## src/hw/trp_cfg.svh

```systemverilog
`ifndef TRP_CFG_SVH
`define TRP_CFG_SVH
// ----------------------------------------------------------------------------
// Timing
// ----------------------------------------------------------------------------
`define TRP_CLK_NS 20
`define TRP_SPIKE_NS 6
`define TRP_FILT_CYC ((`TRP_SPIKE_NS + `TRP_CLK_NS - 1) / `TRP_CLK_NS)
`define TRP_CALC_NS 2000
`define TRP_DIV_STEPS 32
`define TRP_MUL_STEPS 24
`define TRP_ALU_DIV_RST (`TRP_CALC_NS / `TRP_CLK_NS / `TRP_DIV_STEPS)
// ----------------------------------------------------------------------------
// Host addresses
// ----------------------------------------------------------------------------
`define TRP_A_CR_LAST 4'h6
`define TRP_A_SEL 4'h2
`define TRP_A_INIT 4'h5
`define TRP_A_VR0 4'h7
`define TRP_A_VR_LAST 4'ha
`define TRP_A_RES_END 4'h8
`define TRP_A_ST0 4'h8
`define TRP_A_ST1 4'h9
`define TRP_A_PROP 4'ha
// ----------------------------------------------------------------------------
// Field positions and reset values
// ----------------------------------------------------------------------------
`define TRP_CR0_CAL 7
`define TRP_CR0_CALIB 6
`define TRP_CR0_MUL 5
`define TRP_CR0_RANGE2 4
`define TRP_CR0_AUTO 3
`define TRP_CR1_RESO 7
`define TRP_CR1_HRES 6
`define TRP_CR4_NOISE 0
`define TRP_CR4_SPIKE 1
`define TRP_CR4_HALF 2
`define TRP_CR2_RST 8'h55
`define TRP_CR3_RST 8'h80
`define TRP_LFSR_SEED 16'h0001
`define TRP_MAX_HITS 3'h4
`endif

```

## src/hw/trp_pkg.sv

```systemverilog
package trp_pkg;
    typedef enum logic [3:0] {
        ALU_IDLE = 4'b0001,
        ALU_DIV = 4'b0010,
        ALU_MUL = 4'b0100,
        ALU_WR = 4'b1000
    } trp_alu_e;

    typedef struct packed {
        logic [6:0] pin1;
        logic [6:0] pin2;
        logic [6:0] pin3;
        logic [3:0] bus1;
        logic [3:0] bus2;
        logic [3:0] adr1;
        logic [3:0] adr2;
        logic [7:0] din1;
        logic [7:0] din2;
        logic wr_prev;
        logic [1:0] filt;
        logic [1:0][1:0] fcnt;
        logic rd_prev;
        logic [3:0] alat;
        logic [3:0] last_adr;
        logic last_res;
        logic [3:0] rd_ptr;
        logic [6:0][7:0] cr;
        logic [3:0][7:0] vr;
        logic [15:0] ts;
        logic [15:0] free;
        logic [15:0] lfsr;
        logic [3:0] noise;
        logic [1:0][3:0][15:0] hit;
        logic [1:0][2:0] hcnt;
        logic cal_busy;
        logic [1:0] cal_edge;
        logic [15:0] cal_t0;
        logic [15:0] cal1;
        logic [15:0] cal2;
        logic cal_valid;
        logic cal_taken;
        trp_alu_e alu;
        logic [31:0] quo;
        logic [16:0] rem;
        logic [56:0] acc;
        logic [4:0] step;
        logic [3:0] tick;
        logic do_mul;
        logic two_reg;
        logic [7:0][15:0] res;
        logic [2:0] wp;
        logic [7:0] dout;
        logic doe;
        logic reso_act;
        logic floating;
        logic busy;
    } trp_state_s;
endpackage

```

## src/hw/trp_host_port.sv

```systemverilog
// Operation
// - Adjust mode: no start, relative stops
// - Lock visible; floating fallback, auto resume
// - Adjust works with high-res, not range2
// - Adjust mode needs no calibration run
// - Calibration measures one and two periods
// - Bit 7 starts calibration, self-clears
// - Auto calibration after hits on both, on stop 1 alone in high-res
// - Select raw hits, stepped ALU conversion
// - ALU: pass, calibrate, or multiply
// - Own ALU clock, about 2.56 us per division
// - Eight results, one or two registers
// - Write pointer wraps seven to zero
// - Result reads leave stored results unchanged
// - Seven control, four value, read registers
// - 8-bit data, 4-bit address, strobes
// - High latch enable makes latch transparent
// - Repeated reads auto increment counter
// - Status reads never increment
// - Noise offset on stops and calibration
// - Stop enable pins blank hits
// - Strobe spike filter; half resolution
// - Control 0 bit 3 auto calibration
// - Write registers cannot be read back
`timescale 1ns/1ns
`default_nettype none
`include "trp_cfg.svh"
module trp_host_port (
    // Clock and reset
    input wire logic mclk,
    input wire logic rst_n,
    // Host port
    input wire logic [3:0] addr,
    input wire logic [7:0] data_in,
    output logic [7:0] data_out,
    output logic data_oe,
    input wire logic ale,
    input wire logic write_strobe_low,
    input wire logic read_strobe_low,
    input wire logic chip_select_low,
    // Measurement front end
    input wire logic start_pin,
    input wire logic stop1,
    input wire logic stop2,
    input wire logic stop1_en,
    input wire logic stop2_en,
    input wire logic cal_clk,
    input wire logic pll_lock,
    input wire logic [7:0] pll_proposal,
    // Mode outputs
    output logic [7:0] pll_factor,
    output logic [7:0] pll_adjust,
    output logic [5:0] hres_adjust,
    output logic high_res,
    output logic reso_active,
    output logic reso_floating,
    output logic alu_busy
);
    import trp_pkg::*;

    trp_state_s st;
    trp_state_s next_st;

    // Pick one raw hit by a channel/hit nibble; hit numbers run 1..4
    function automatic logic [15:0] sel_hit(input logic [1:0][3:0][15:0] h, input logic [3:0] nib);
        logic [2:0] idx;
        idx = nib[2:0] - 3'h1;
        sel_hit = h[nib[3]][idx[1:0]];
    endfunction

    // ------------------------------------------------------------------------
    // Next state
    // ------------------------------------------------------------------------
    always_comb begin
        logic [15:0] diff;
        logic [15:0] per;
        logic [23:0] fac;
        logic [2:0] lvl2;
        logic [2:0] rise;
        logic [3:0] eff;
        logic [3:0] ptr;
        logic [16:0] trial;
        logic [56:0] sum;
        logic [2:0] need;
        logic step_en;
        logic wr_take;
        logic rd_act;
        logic init;
        logic reso;
        next_st = st;
        // Selection follows the byte now being written, not the stale control 2
        diff = sel_hit(st.hit, st.din2[3:0]) - sel_hit(st.hit, st.din2[7:4]);
        per = st.cal2 - st.cal1;
        fac = {st.vr[2], st.vr[1], st.vr[0]};
        lvl2 = st.pin2[2:0] ^ st.cr[0][2:0];
        rise = lvl2 & ~(st.pin3[2:0] ^ st.cr[0][2:0]);
        eff = st.bus2[3] ? st.adr2 : st.alat;
        ptr = st.rd_ptr;
        trial = 17'h0;
        sum = 57'h0;
        need = st.cr[4][6:4];
        step_en = 1'b0;
        init = 1'b0;
        reso = st.reso_act;
        wr_take = 1'b0;
        rd_act = 1'b0;
        // Two-flop synchronisers on every pin except pll_proposal
        next_st.pin1 = {pll_lock, cal_clk, stop2_en, stop1_en, stop2, stop1, start_pin};
        next_st.pin2 = st.pin1;
        next_st.pin3 = st.pin2;
        next_st.bus1 = {ale, chip_select_low, read_strobe_low, write_strobe_low};
        next_st.bus2 = st.bus1;
        next_st.adr1 = addr;
        next_st.adr2 = st.adr1;
        next_st.din1 = data_in;
        next_st.din2 = st.din1;
        if (st.bus2[3]) begin
            next_st.alat = st.adr2;
        end
        // Spike filter on read and select; costs extra strobe latency
        for (int i = 0; i < 2; i++) begin
            if (!st.cr[4][`TRP_CR4_SPIKE]) begin
                next_st.filt[i] = st.bus2[i+1];
                next_st.fcnt[i] = 2'h0;
            end else if (st.bus2[i+1] == st.filt[i]) begin
                next_st.fcnt[i] = 2'h0;
            end else if (st.fcnt[i] == 2'(`TRP_FILT_CYC)) begin
                next_st.filt[i] = st.bus2[i+1];
                next_st.fcnt[i] = 2'h0;
            end else begin
                next_st.fcnt[i] = st.fcnt[i] + 2'h1;
            end
        end
        // Mode flags; adjust mode is locked out by the predivider range
        next_st.reso_act = st.cr[1][`TRP_CR1_RESO] & ~st.cr[0][`TRP_CR0_RANGE2];
        next_st.floating = st.reso_act & ~st.pin2[6];
        // Noise source and free counter for calibration
        next_st.lfsr = {st.lfsr[14:0], st.lfsr[15] ^ st.lfsr[14] ^ st.lfsr[12] ^ st.lfsr[3]};
        next_st.free = st.free + 16'h1;
        // Time base; adjust mode ignores start and wraps freely
        if (rise[0] && !reso) begin
            init = 1'b1;
        end else if (reso || st.ts != 16'hffff) begin
            next_st.ts = st.ts + 16'h1;
        end
        // Stop capture, gated by enable pins; high-res turns stop 2 off
        for (int c = 0; c < 2; c++) begin
            if (rise[c+1] && st.pin2[3+c] && st.hcnt[c] < `TRP_MAX_HITS &&
                !(c == 1 && st.cr[1][`TRP_CR1_HRES])) begin
                next_st.hit[c][st.hcnt[c][1:0]] = st.ts + {12'h0, st.noise};
                next_st.hcnt[c] = st.hcnt[c] + 3'h1;
            end
        end
        // Calibration run, commanded or automatic
        if (!st.cal_busy && (st.cr[0][`TRP_CR0_CAL] ||
            (st.cr[0][`TRP_CR0_AUTO] && !reso && !st.cal_taken && need != 3'h0 && st.hcnt[0] >= need &&
             (st.hcnt[1] >= need || st.cr[1][`TRP_CR1_HRES])))) begin
            next_st.cal_busy = 1'b1;
            next_st.cal_edge = 2'h0;
            next_st.cal_taken = 1'b1;
        end
        if (st.cal_busy && st.pin2[5] && !st.pin3[5]) begin
            next_st.cal_edge = st.cal_edge + 2'h1;
            unique case (st.cal_edge)
                2'h0: next_st.cal_t0 = st.free;
                2'h1: next_st.cal1 = st.free - st.cal_t0 + {12'h0, st.noise};
                default: begin
                    next_st.cal2 = st.free - st.cal_t0 + {12'h0, st.noise};
                    next_st.cal_busy = 1'b0;
                    next_st.cal_valid = 1'b1;
                    next_st.cr[0][`TRP_CR0_CAL] = 1'b0;
                end
            endcase
        end
        // ALU stepping clock, adjustable by control 6
        if (st.alu != ALU_IDLE) begin
            if (st.tick == 4'h0) begin
                next_st.tick = st.cr[6][3:0];
                step_en = 1'b1;
            end else begin
                next_st.tick = st.tick - 4'h1;
            end
        end
        unique case (st.alu)
            ALU_IDLE: begin
            end
            ALU_DIV: begin
                if (step_en) begin
                    trial = {st.rem[15:0], st.quo[31]};
                    if (trial >= {1'b0, per}) begin
                        next_st.rem = trial - {1'b0, per};
                        next_st.quo = {st.quo[30:0], 1'b1};
                    end else begin
                        next_st.rem = trial;
                        next_st.quo = {st.quo[30:0], 1'b0};
                    end
                    next_st.step = st.step + 5'h1;
                    if (st.step == 5'(`TRP_DIV_STEPS - 1)) begin
                        next_st.step = 5'h0;
                        next_st.alu = st.do_mul ? ALU_MUL : ALU_WR;
                    end
                end
            end
            ALU_MUL: begin
                if (step_en) begin
                    sum = st.acc + (fac[st.step] ? {1'b0, st.quo, 24'h0} : 57'h0);
                    next_st.acc = sum >> 1;
                    next_st.step = st.step + 5'h1;
                    if (st.step == 5'(`TRP_MUL_STEPS - 1)) begin
                        next_st.quo = next_st.acc[54:23];
                        next_st.step = 5'h0;
                        next_st.alu = ALU_WR;
                    end
                end
            end
            ALU_WR: begin
                next_st.res[st.wp] = st.quo[15:0];
                if (st.two_reg) begin
                    next_st.res[st.wp + 3'h1] = st.quo[31:16];
                    next_st.wp = st.wp + 3'h2;
                end else begin
                    next_st.wp = st.wp + 3'h1;
                end
                next_st.alu = ALU_IDLE;
            end
            default: next_st.alu = ALU_IDLE;
        endcase
        // Host write on the rising write strobe while selected
        next_st.wr_prev = st.bus2[0];
        wr_take = st.bus2[0] && !st.wr_prev && !st.filt[1];
        if (wr_take) begin
            if (eff <= `TRP_A_CR_LAST) begin
                next_st.cr[eff[2:0]] = st.din2;
                if (eff == `TRP_A_INIT) begin
                    init = 1'b1;
                end
                if (eff == `TRP_A_SEL && st.alu == ALU_IDLE) begin
                    next_st.tick = st.cr[6][3:0];
                    next_st.step = 5'h0;
                    next_st.rem = 17'h0;
                    next_st.acc = 57'h0;
                    next_st.do_mul = st.cr[0][`TRP_CR0_MUL];
                    if (reso && (st.cr[0][`TRP_CR0_CALIB] || st.cr[0][`TRP_CR0_MUL])) begin
                        // Fixed resolution: value already scaled, skip division
                        next_st.quo = {diff, 16'h0};
                        next_st.two_reg = 1'b1;
                        next_st.alu = st.cr[0][`TRP_CR0_MUL] ? ALU_MUL : ALU_WR;
                    end else if (st.cr[0][`TRP_CR0_CALIB]) begin
                        next_st.quo = {diff, 16'h0};
                        next_st.two_reg = 1'b1;
                        next_st.alu = ALU_DIV;
                    end else begin
                        next_st.quo = {16'h0, st.cr[4][`TRP_CR4_HALF] ? {1'b0, diff[15:1]} : diff};
                        next_st.two_reg = 1'b0;
                        next_st.alu = ALU_WR;
                    end
                end
            end else if (eff <= `TRP_A_VR_LAST) begin
                next_st.vr[2'(eff - `TRP_A_VR0)] = st.din2;
            end
        end
        if (init) begin
            next_st.ts = 16'h0;
            next_st.hcnt = '0;
            next_st.cal_taken = 1'b0;
            next_st.noise = (st.cr[4][`TRP_CR4_NOISE] && !reso) ? st.lfsr[3:0] : 4'h0;
        end
        // Host read; only the pointer moves, stored data never changes
        rd_act = !st.filt[0] && !st.filt[1];
        next_st.rd_prev = rd_act;
        next_st.doe = rd_act;
        if (rd_act && !st.rd_prev) begin
            if (eff < `TRP_A_RES_END) begin
                if (!(st.last_res && eff == st.last_adr)) begin
                    ptr = {eff[2:0], 1'b0};
                end
                next_st.rd_ptr = ptr;
                next_st.dout = ptr[0] ? st.res[ptr[3:1]][15:8] : st.res[ptr[3:1]][7:0];
            end else if (eff == `TRP_A_ST0) begin
                next_st.dout = {st.busy, st.cal_busy, st.cal_valid | reso, st.pin2[6], st.floating, st.wp};
            end else if (eff == `TRP_A_ST1) begin
                next_st.dout = {reso, st.cr[1][`TRP_CR1_HRES], st.hcnt[1], st.hcnt[0]};
            end else if (eff == `TRP_A_PROP) begin
                next_st.dout = pll_proposal;
            end else begin
                next_st.dout = 8'h0;
            end
        end
        if (!rd_act && st.rd_prev) begin
            if (eff < `TRP_A_RES_END) begin
                next_st.rd_ptr = st.rd_ptr + 4'h1;
            end
            next_st.last_adr = eff;
            next_st.last_res = eff < `TRP_A_RES_END;
        end
        next_st.busy = next_st.alu != ALU_IDLE;
    end

    // ------------------------------------------------------------------------
    // State register
    // ------------------------------------------------------------------------
    always_ff @(posedge mclk) begin
        if (!rst_n) begin
            st <= '0;
            st.bus1 <= 4'h7;
            st.bus2 <= 4'h7;
            st.wr_prev <= 1'b1;
            st.filt <= 2'h3;
            st.cr[2] <= `TRP_CR2_RST;
            st.cr[3] <= `TRP_CR3_RST;
            st.cr[6] <= 8'(`TRP_ALU_DIV_RST);
            st.lfsr <= `TRP_LFSR_SEED;
            st.alu <= ALU_IDLE;
        end else begin
            st <= next_st;
        end
    end

    // Outputs straight from state flops
    assign data_out = st.dout;
    assign data_oe = st.doe;
    assign pll_factor = st.cr[3];
    assign pll_adjust = st.vr[3];
    assign hres_adjust = st.cr[1][5:0];
    assign high_res = st.cr[1][`TRP_CR1_HRES];
    assign reso_active = st.reso_act;
    assign reso_floating = st.floating;
    assign alu_busy = st.busy;
endmodule // trp_host_port
`default_nettype wire

```

## config.mk

```make
export PLATFORM = sky130hd
export DESIGN_NAME = trp_host_port
export DESIGN_NICKNAME = d
export VERILOG_FILES = /design/src/hw/trp_pkg.sv /design/src/hw/trp_host_port.sv
export VERILOG_INCLUDE_DIRS = /design/src /design/src/hw
export SDC_FILE = /design/constraint.sdc
export NUM_CORES = 2
export LEC_CHECK = 0
export BUFFER_PORTS_ARGS = -buffer_cell sky130_fd_sc_hd__buf_4
export CAP_MARGIN = 15
export CORE_ASPECT_RATIO = 0.6
export CORE_MARGIN = 4
export CORE_UTILIZATION = 60
export DETAILED_ROUTE_END_ITERATION = 16
export MAX_ROUTING_LAYER = met4
export PLACE_DENSITY = 0.77
export SLEW_MARGIN = 10
export SYNTH_ARGS = -nofsm -noshare
export SYNTH_HDL_FRONTEND = slang
export SYNTH_SLANG_ARGS = --single-unit
export TNS_END_PERCENT = 1
```

## constraint.sdc

```tcl
create_clock -name mclk -period 13.59 [get_ports mclk]
set_clock_uncertainty 0.05 [all_clocks]
set_input_delay 2.718 -clock mclk [delete_from_list [all_inputs] [get_ports mclk]]
set_output_delay 2.718 -clock mclk [all_outputs]
set_load 0.01 [all_outputs]
```

==> summary.txt <==
Layout
  – Share of cells above drive strength 1: 0.0829
  – Most common cell after layout, fill and taps aside: dfxtp_1
  – Multi-input logic area: 19000 um^2
  – Final net count: 3987
  – Fillers: 4537
  – Layout area overhead: 7.15%
  – Most frequent cells in the layout: 608 x dfxtp_1, 529 x nand2_1, 512 x nor2_1
  – Sequential Area: 12300 um^2
  – Antenna cells: 0

STA
  – Peak Freq: 0.189 GHz
  – Slew Limit Fails: 0
  – Setup Total Neg Slack: 0 ns
  – Post-route minimum period: 5.28 ns
  – Actual slew at the worst max-slew pin: 1.14 ns
  – Crit share post-route: 0.389
  – Final setup viols: 0
  – RSZ-0062 raised after global routing: no
  – Final hold vios: 0
  – Slew HR: 0.240

Setup path
  – Worst R2R Path Depth: 16
  – FF-to-FF setup slack: 8.31 ns
  – Worst Path Required: 14.08 ns
  – CP max FO: 32
  – Startpoint Class: flop
  – RR Startpoint: st[149]
  – Critical R2R Capture: st[201]
  – Critical path arrival: 5.77 ns
  – Setup crit end kind: flop
  – Kind of critical path: reg -> reg

Synthesis
  – Syn_area_per_cell: 8.36 um^2
  – Post-synth top flop: dfxtp_1
  – Library cells used by synthesis: 90
  – Yosys warns: 0
  – Register area share after synthesis: 0.372
  – Top cell type's share of synthesized area: 0.372
  – Post-synth ARST share: 0
  – Post-Synthesis Cells: 3953
  – Number of synthesized flops with an enable pin: 0
  – Synthesized net count: 4133
  – Post-Syn Area: 33000 um^2
  – Yosys top cell by area: dfxtp_1
  – Area contributors post-synth: dfxtp_1 37%, mux2i_1 7.5%, nand2_1 6.0%
  – #FFs+latches synth: 614

Route
  – Iteration count of the initial detailed-routing pass: 8
  – Via count: 28.7k
  – # DRC: 0
  – Total wire length: 93200 um
  – WL/cell: 20.4 um
  – Via density: 6.29
  – 1st-iter DRT viols: 3306
  – Routed Antenna Nets: 0

Die
  – Die Wd: 311 um
  – Die height: 190 um
  – IO Pins: 68
  – Core area: 54300 um^2
  – Die area: 59000 um^2
  – Row count: 66
  – Starting Density: 0.608

Clocking
  – CTS sink cnt: 614
  – Num CTS Buffers: 56
  – CTS max path bufs: 3
  – CTS tree: yes
  – Post-CTS Setup Inserts: 0
  – H-tree lvl count: 2
  – # resized after CTS: 0
  – Root buffer cell: clkbuf_16
  – Worst-path clk slew: 0.07 ns
  – Hold Buf Count CTS: 0
  – Worst skew pair latency: 0.62 ns

Worst hold path
  – Min-Delay Endpoint: st[637]
  – Worst min path class: reg -> reg
  – WHS Path Cells: 1
  – Min-delay src: next_st[637]

Job
  – Max-Cap Viols: 0

Placed design
  – Detailed Place HPWL: 62900 um
  – Number of port buffers: 67
  – Gpl congestion: 0.959

Power
  – VDD IR max: 97.1 uV
  – Power per cell area: 104 nW/um^2
  – Total power: 3.68 mW
  – Pleak: 12.2 nW

Global route
  – Tot GR Track Use: 0.316
  – Initial antenna violation count: 0
  – Pin count of the biggest net entering global routing: 176
  – Global route overflow: 0
  – First-pass GRT wire length: 148000 um
  – Vias in the first global route: 26.4k

Run status
  – Status: completed
## power breakdown
| group | internal, mW | total [mW] | switching (mW) | leakage, nW |
|---|---|---|---|---|
| clock network | 0.938 | 1.66 | 0.726 | 0.930 |
| registers | 1.81 | 1.82 | 0.0101 | 4.96 |
| logic | 0.0679 | 0.197 | 0.129 | 6.32 |
| total | 2.82 | 3.68 | 0.866 | 12.2 |
## flip-flops by register name (all words and copies together), names as in the netlist
signal and count:
st 533, next_st 46, data_out 8, pll_adjust 8, pll_factor 8, hres_adjust 6, alu_busy 1, data_oe 1
high_res 1, reso_active 1, reso_floating 1
## cells in the mapped netlist, types with 10 or more instances
master / n
dfxtp_1: 614
nand2_1: 529
nor2_1: 520
clkbuf_1: 248
mux2i_1: 248
a21oi_1: 247
a211oi_1: 191
o21ai_0: 150
ha_1: 138
inv_1: 100
nand3_1: 90
and2_1: 86
xnor2_1: 78
a311oi_1: 61
xor2_1: 52
nor2b_1: 50
mux4_2: 46
nor3_1: 36
a221oi_1: 31
buf_4: 30
nand4_1: 30
a21o_1: 28
a31oi_1: 25
or3_1: 25
nand2b_1: 22
buf_2: 19
buf_1: 16
o21a_1: 15
o21bai_1: 15
a22oi_1: 12
and3_1: 12
o22ai_1: 12
a32oi_1: 10
## worst max-delay path: stages, from the launching register on
cell,delay [ns]
dfxtp_1,0.65
mux4_2,0.58
mux4_2,0.48
mux2i_2,0.15
buf_4,0.40
nor2b_1,0.10
ha_1,0.22
fa_1,0.43
a211oi_1,0.34
o21ai_0,0.26
nand3_1,0.18
nand2_1,0.10
a21boi_0,0.57
o21ai_0,0.24
xnor2_1,0.23
nand2_1,0.08
a21oi_1,0.14
## metrics by stage
step	std cells	utilization	worst slack, ns	hold WS [ns]	area [um^2]
after floorplan	3953	-	8.86	0.336	33000
after global placement	4462	0.617	8.23	0.339	33500
after CTS	4561	0.651	8.43	0.347	35400
after detailed placement	4462	0.617	8.17	0.343	33500
after global routing	4562	0.651	7.94	0.371	35400
final	4562	0.651	8.31	0.356	35400
## final cells by class
cell class,instances,share of cell area
multi-input cells,2917,0.538
flip-flops and latches,614,0.347
repair buffers,117,0.0252
well taps,714,0.0252
clock inverters,26,0.00947
clock buffers,73,0.0439
inverters,101,0.0109
## logic make-up (layout without fill, tap and decap cells)
logic type               count (synthesis)  after routing  synth area share
XOR/XNOR                               131            131            0.0350
multiplexers                           303            303             0.110
adder cells (fa/ha/maj)                147            147            0.0577
buffers and inverters                  422            317            0.0539
flip-flops                             614            614             0.372
AO/OA/AOI/OAI                          879            879             0.177
AND/OR/NAND/NOR                       1457           1457             0.195
## layer usage
metal  vias up  wire [um]  global-route usage
met3       155      11200              0.0882
met1     13596      43200               0.462
met4         0       1710              0.0635
li1      13587          -                   -
met2      1336      37100               0.434
met5         -          0                   -
## worst max path at each step
stage / to / depth (start not counted) / startpoint / slack (ns)
2_1_floorplan: st[259] / 16 / st[149] / 8.86
3_3_place_gp: st[218] / 6 / rst_n / 8.23
3_5_place_dp: st[218] / 6 / rst_n / 8.17
4_1_cts: st[201] / 16 / st[149] / 8.43
5_1_grt: st[201] / 16 / st[149] / 7.94
6_report: st[201] / 16 / st[149] / 8.31
Power figures use the tool's default switching activity.
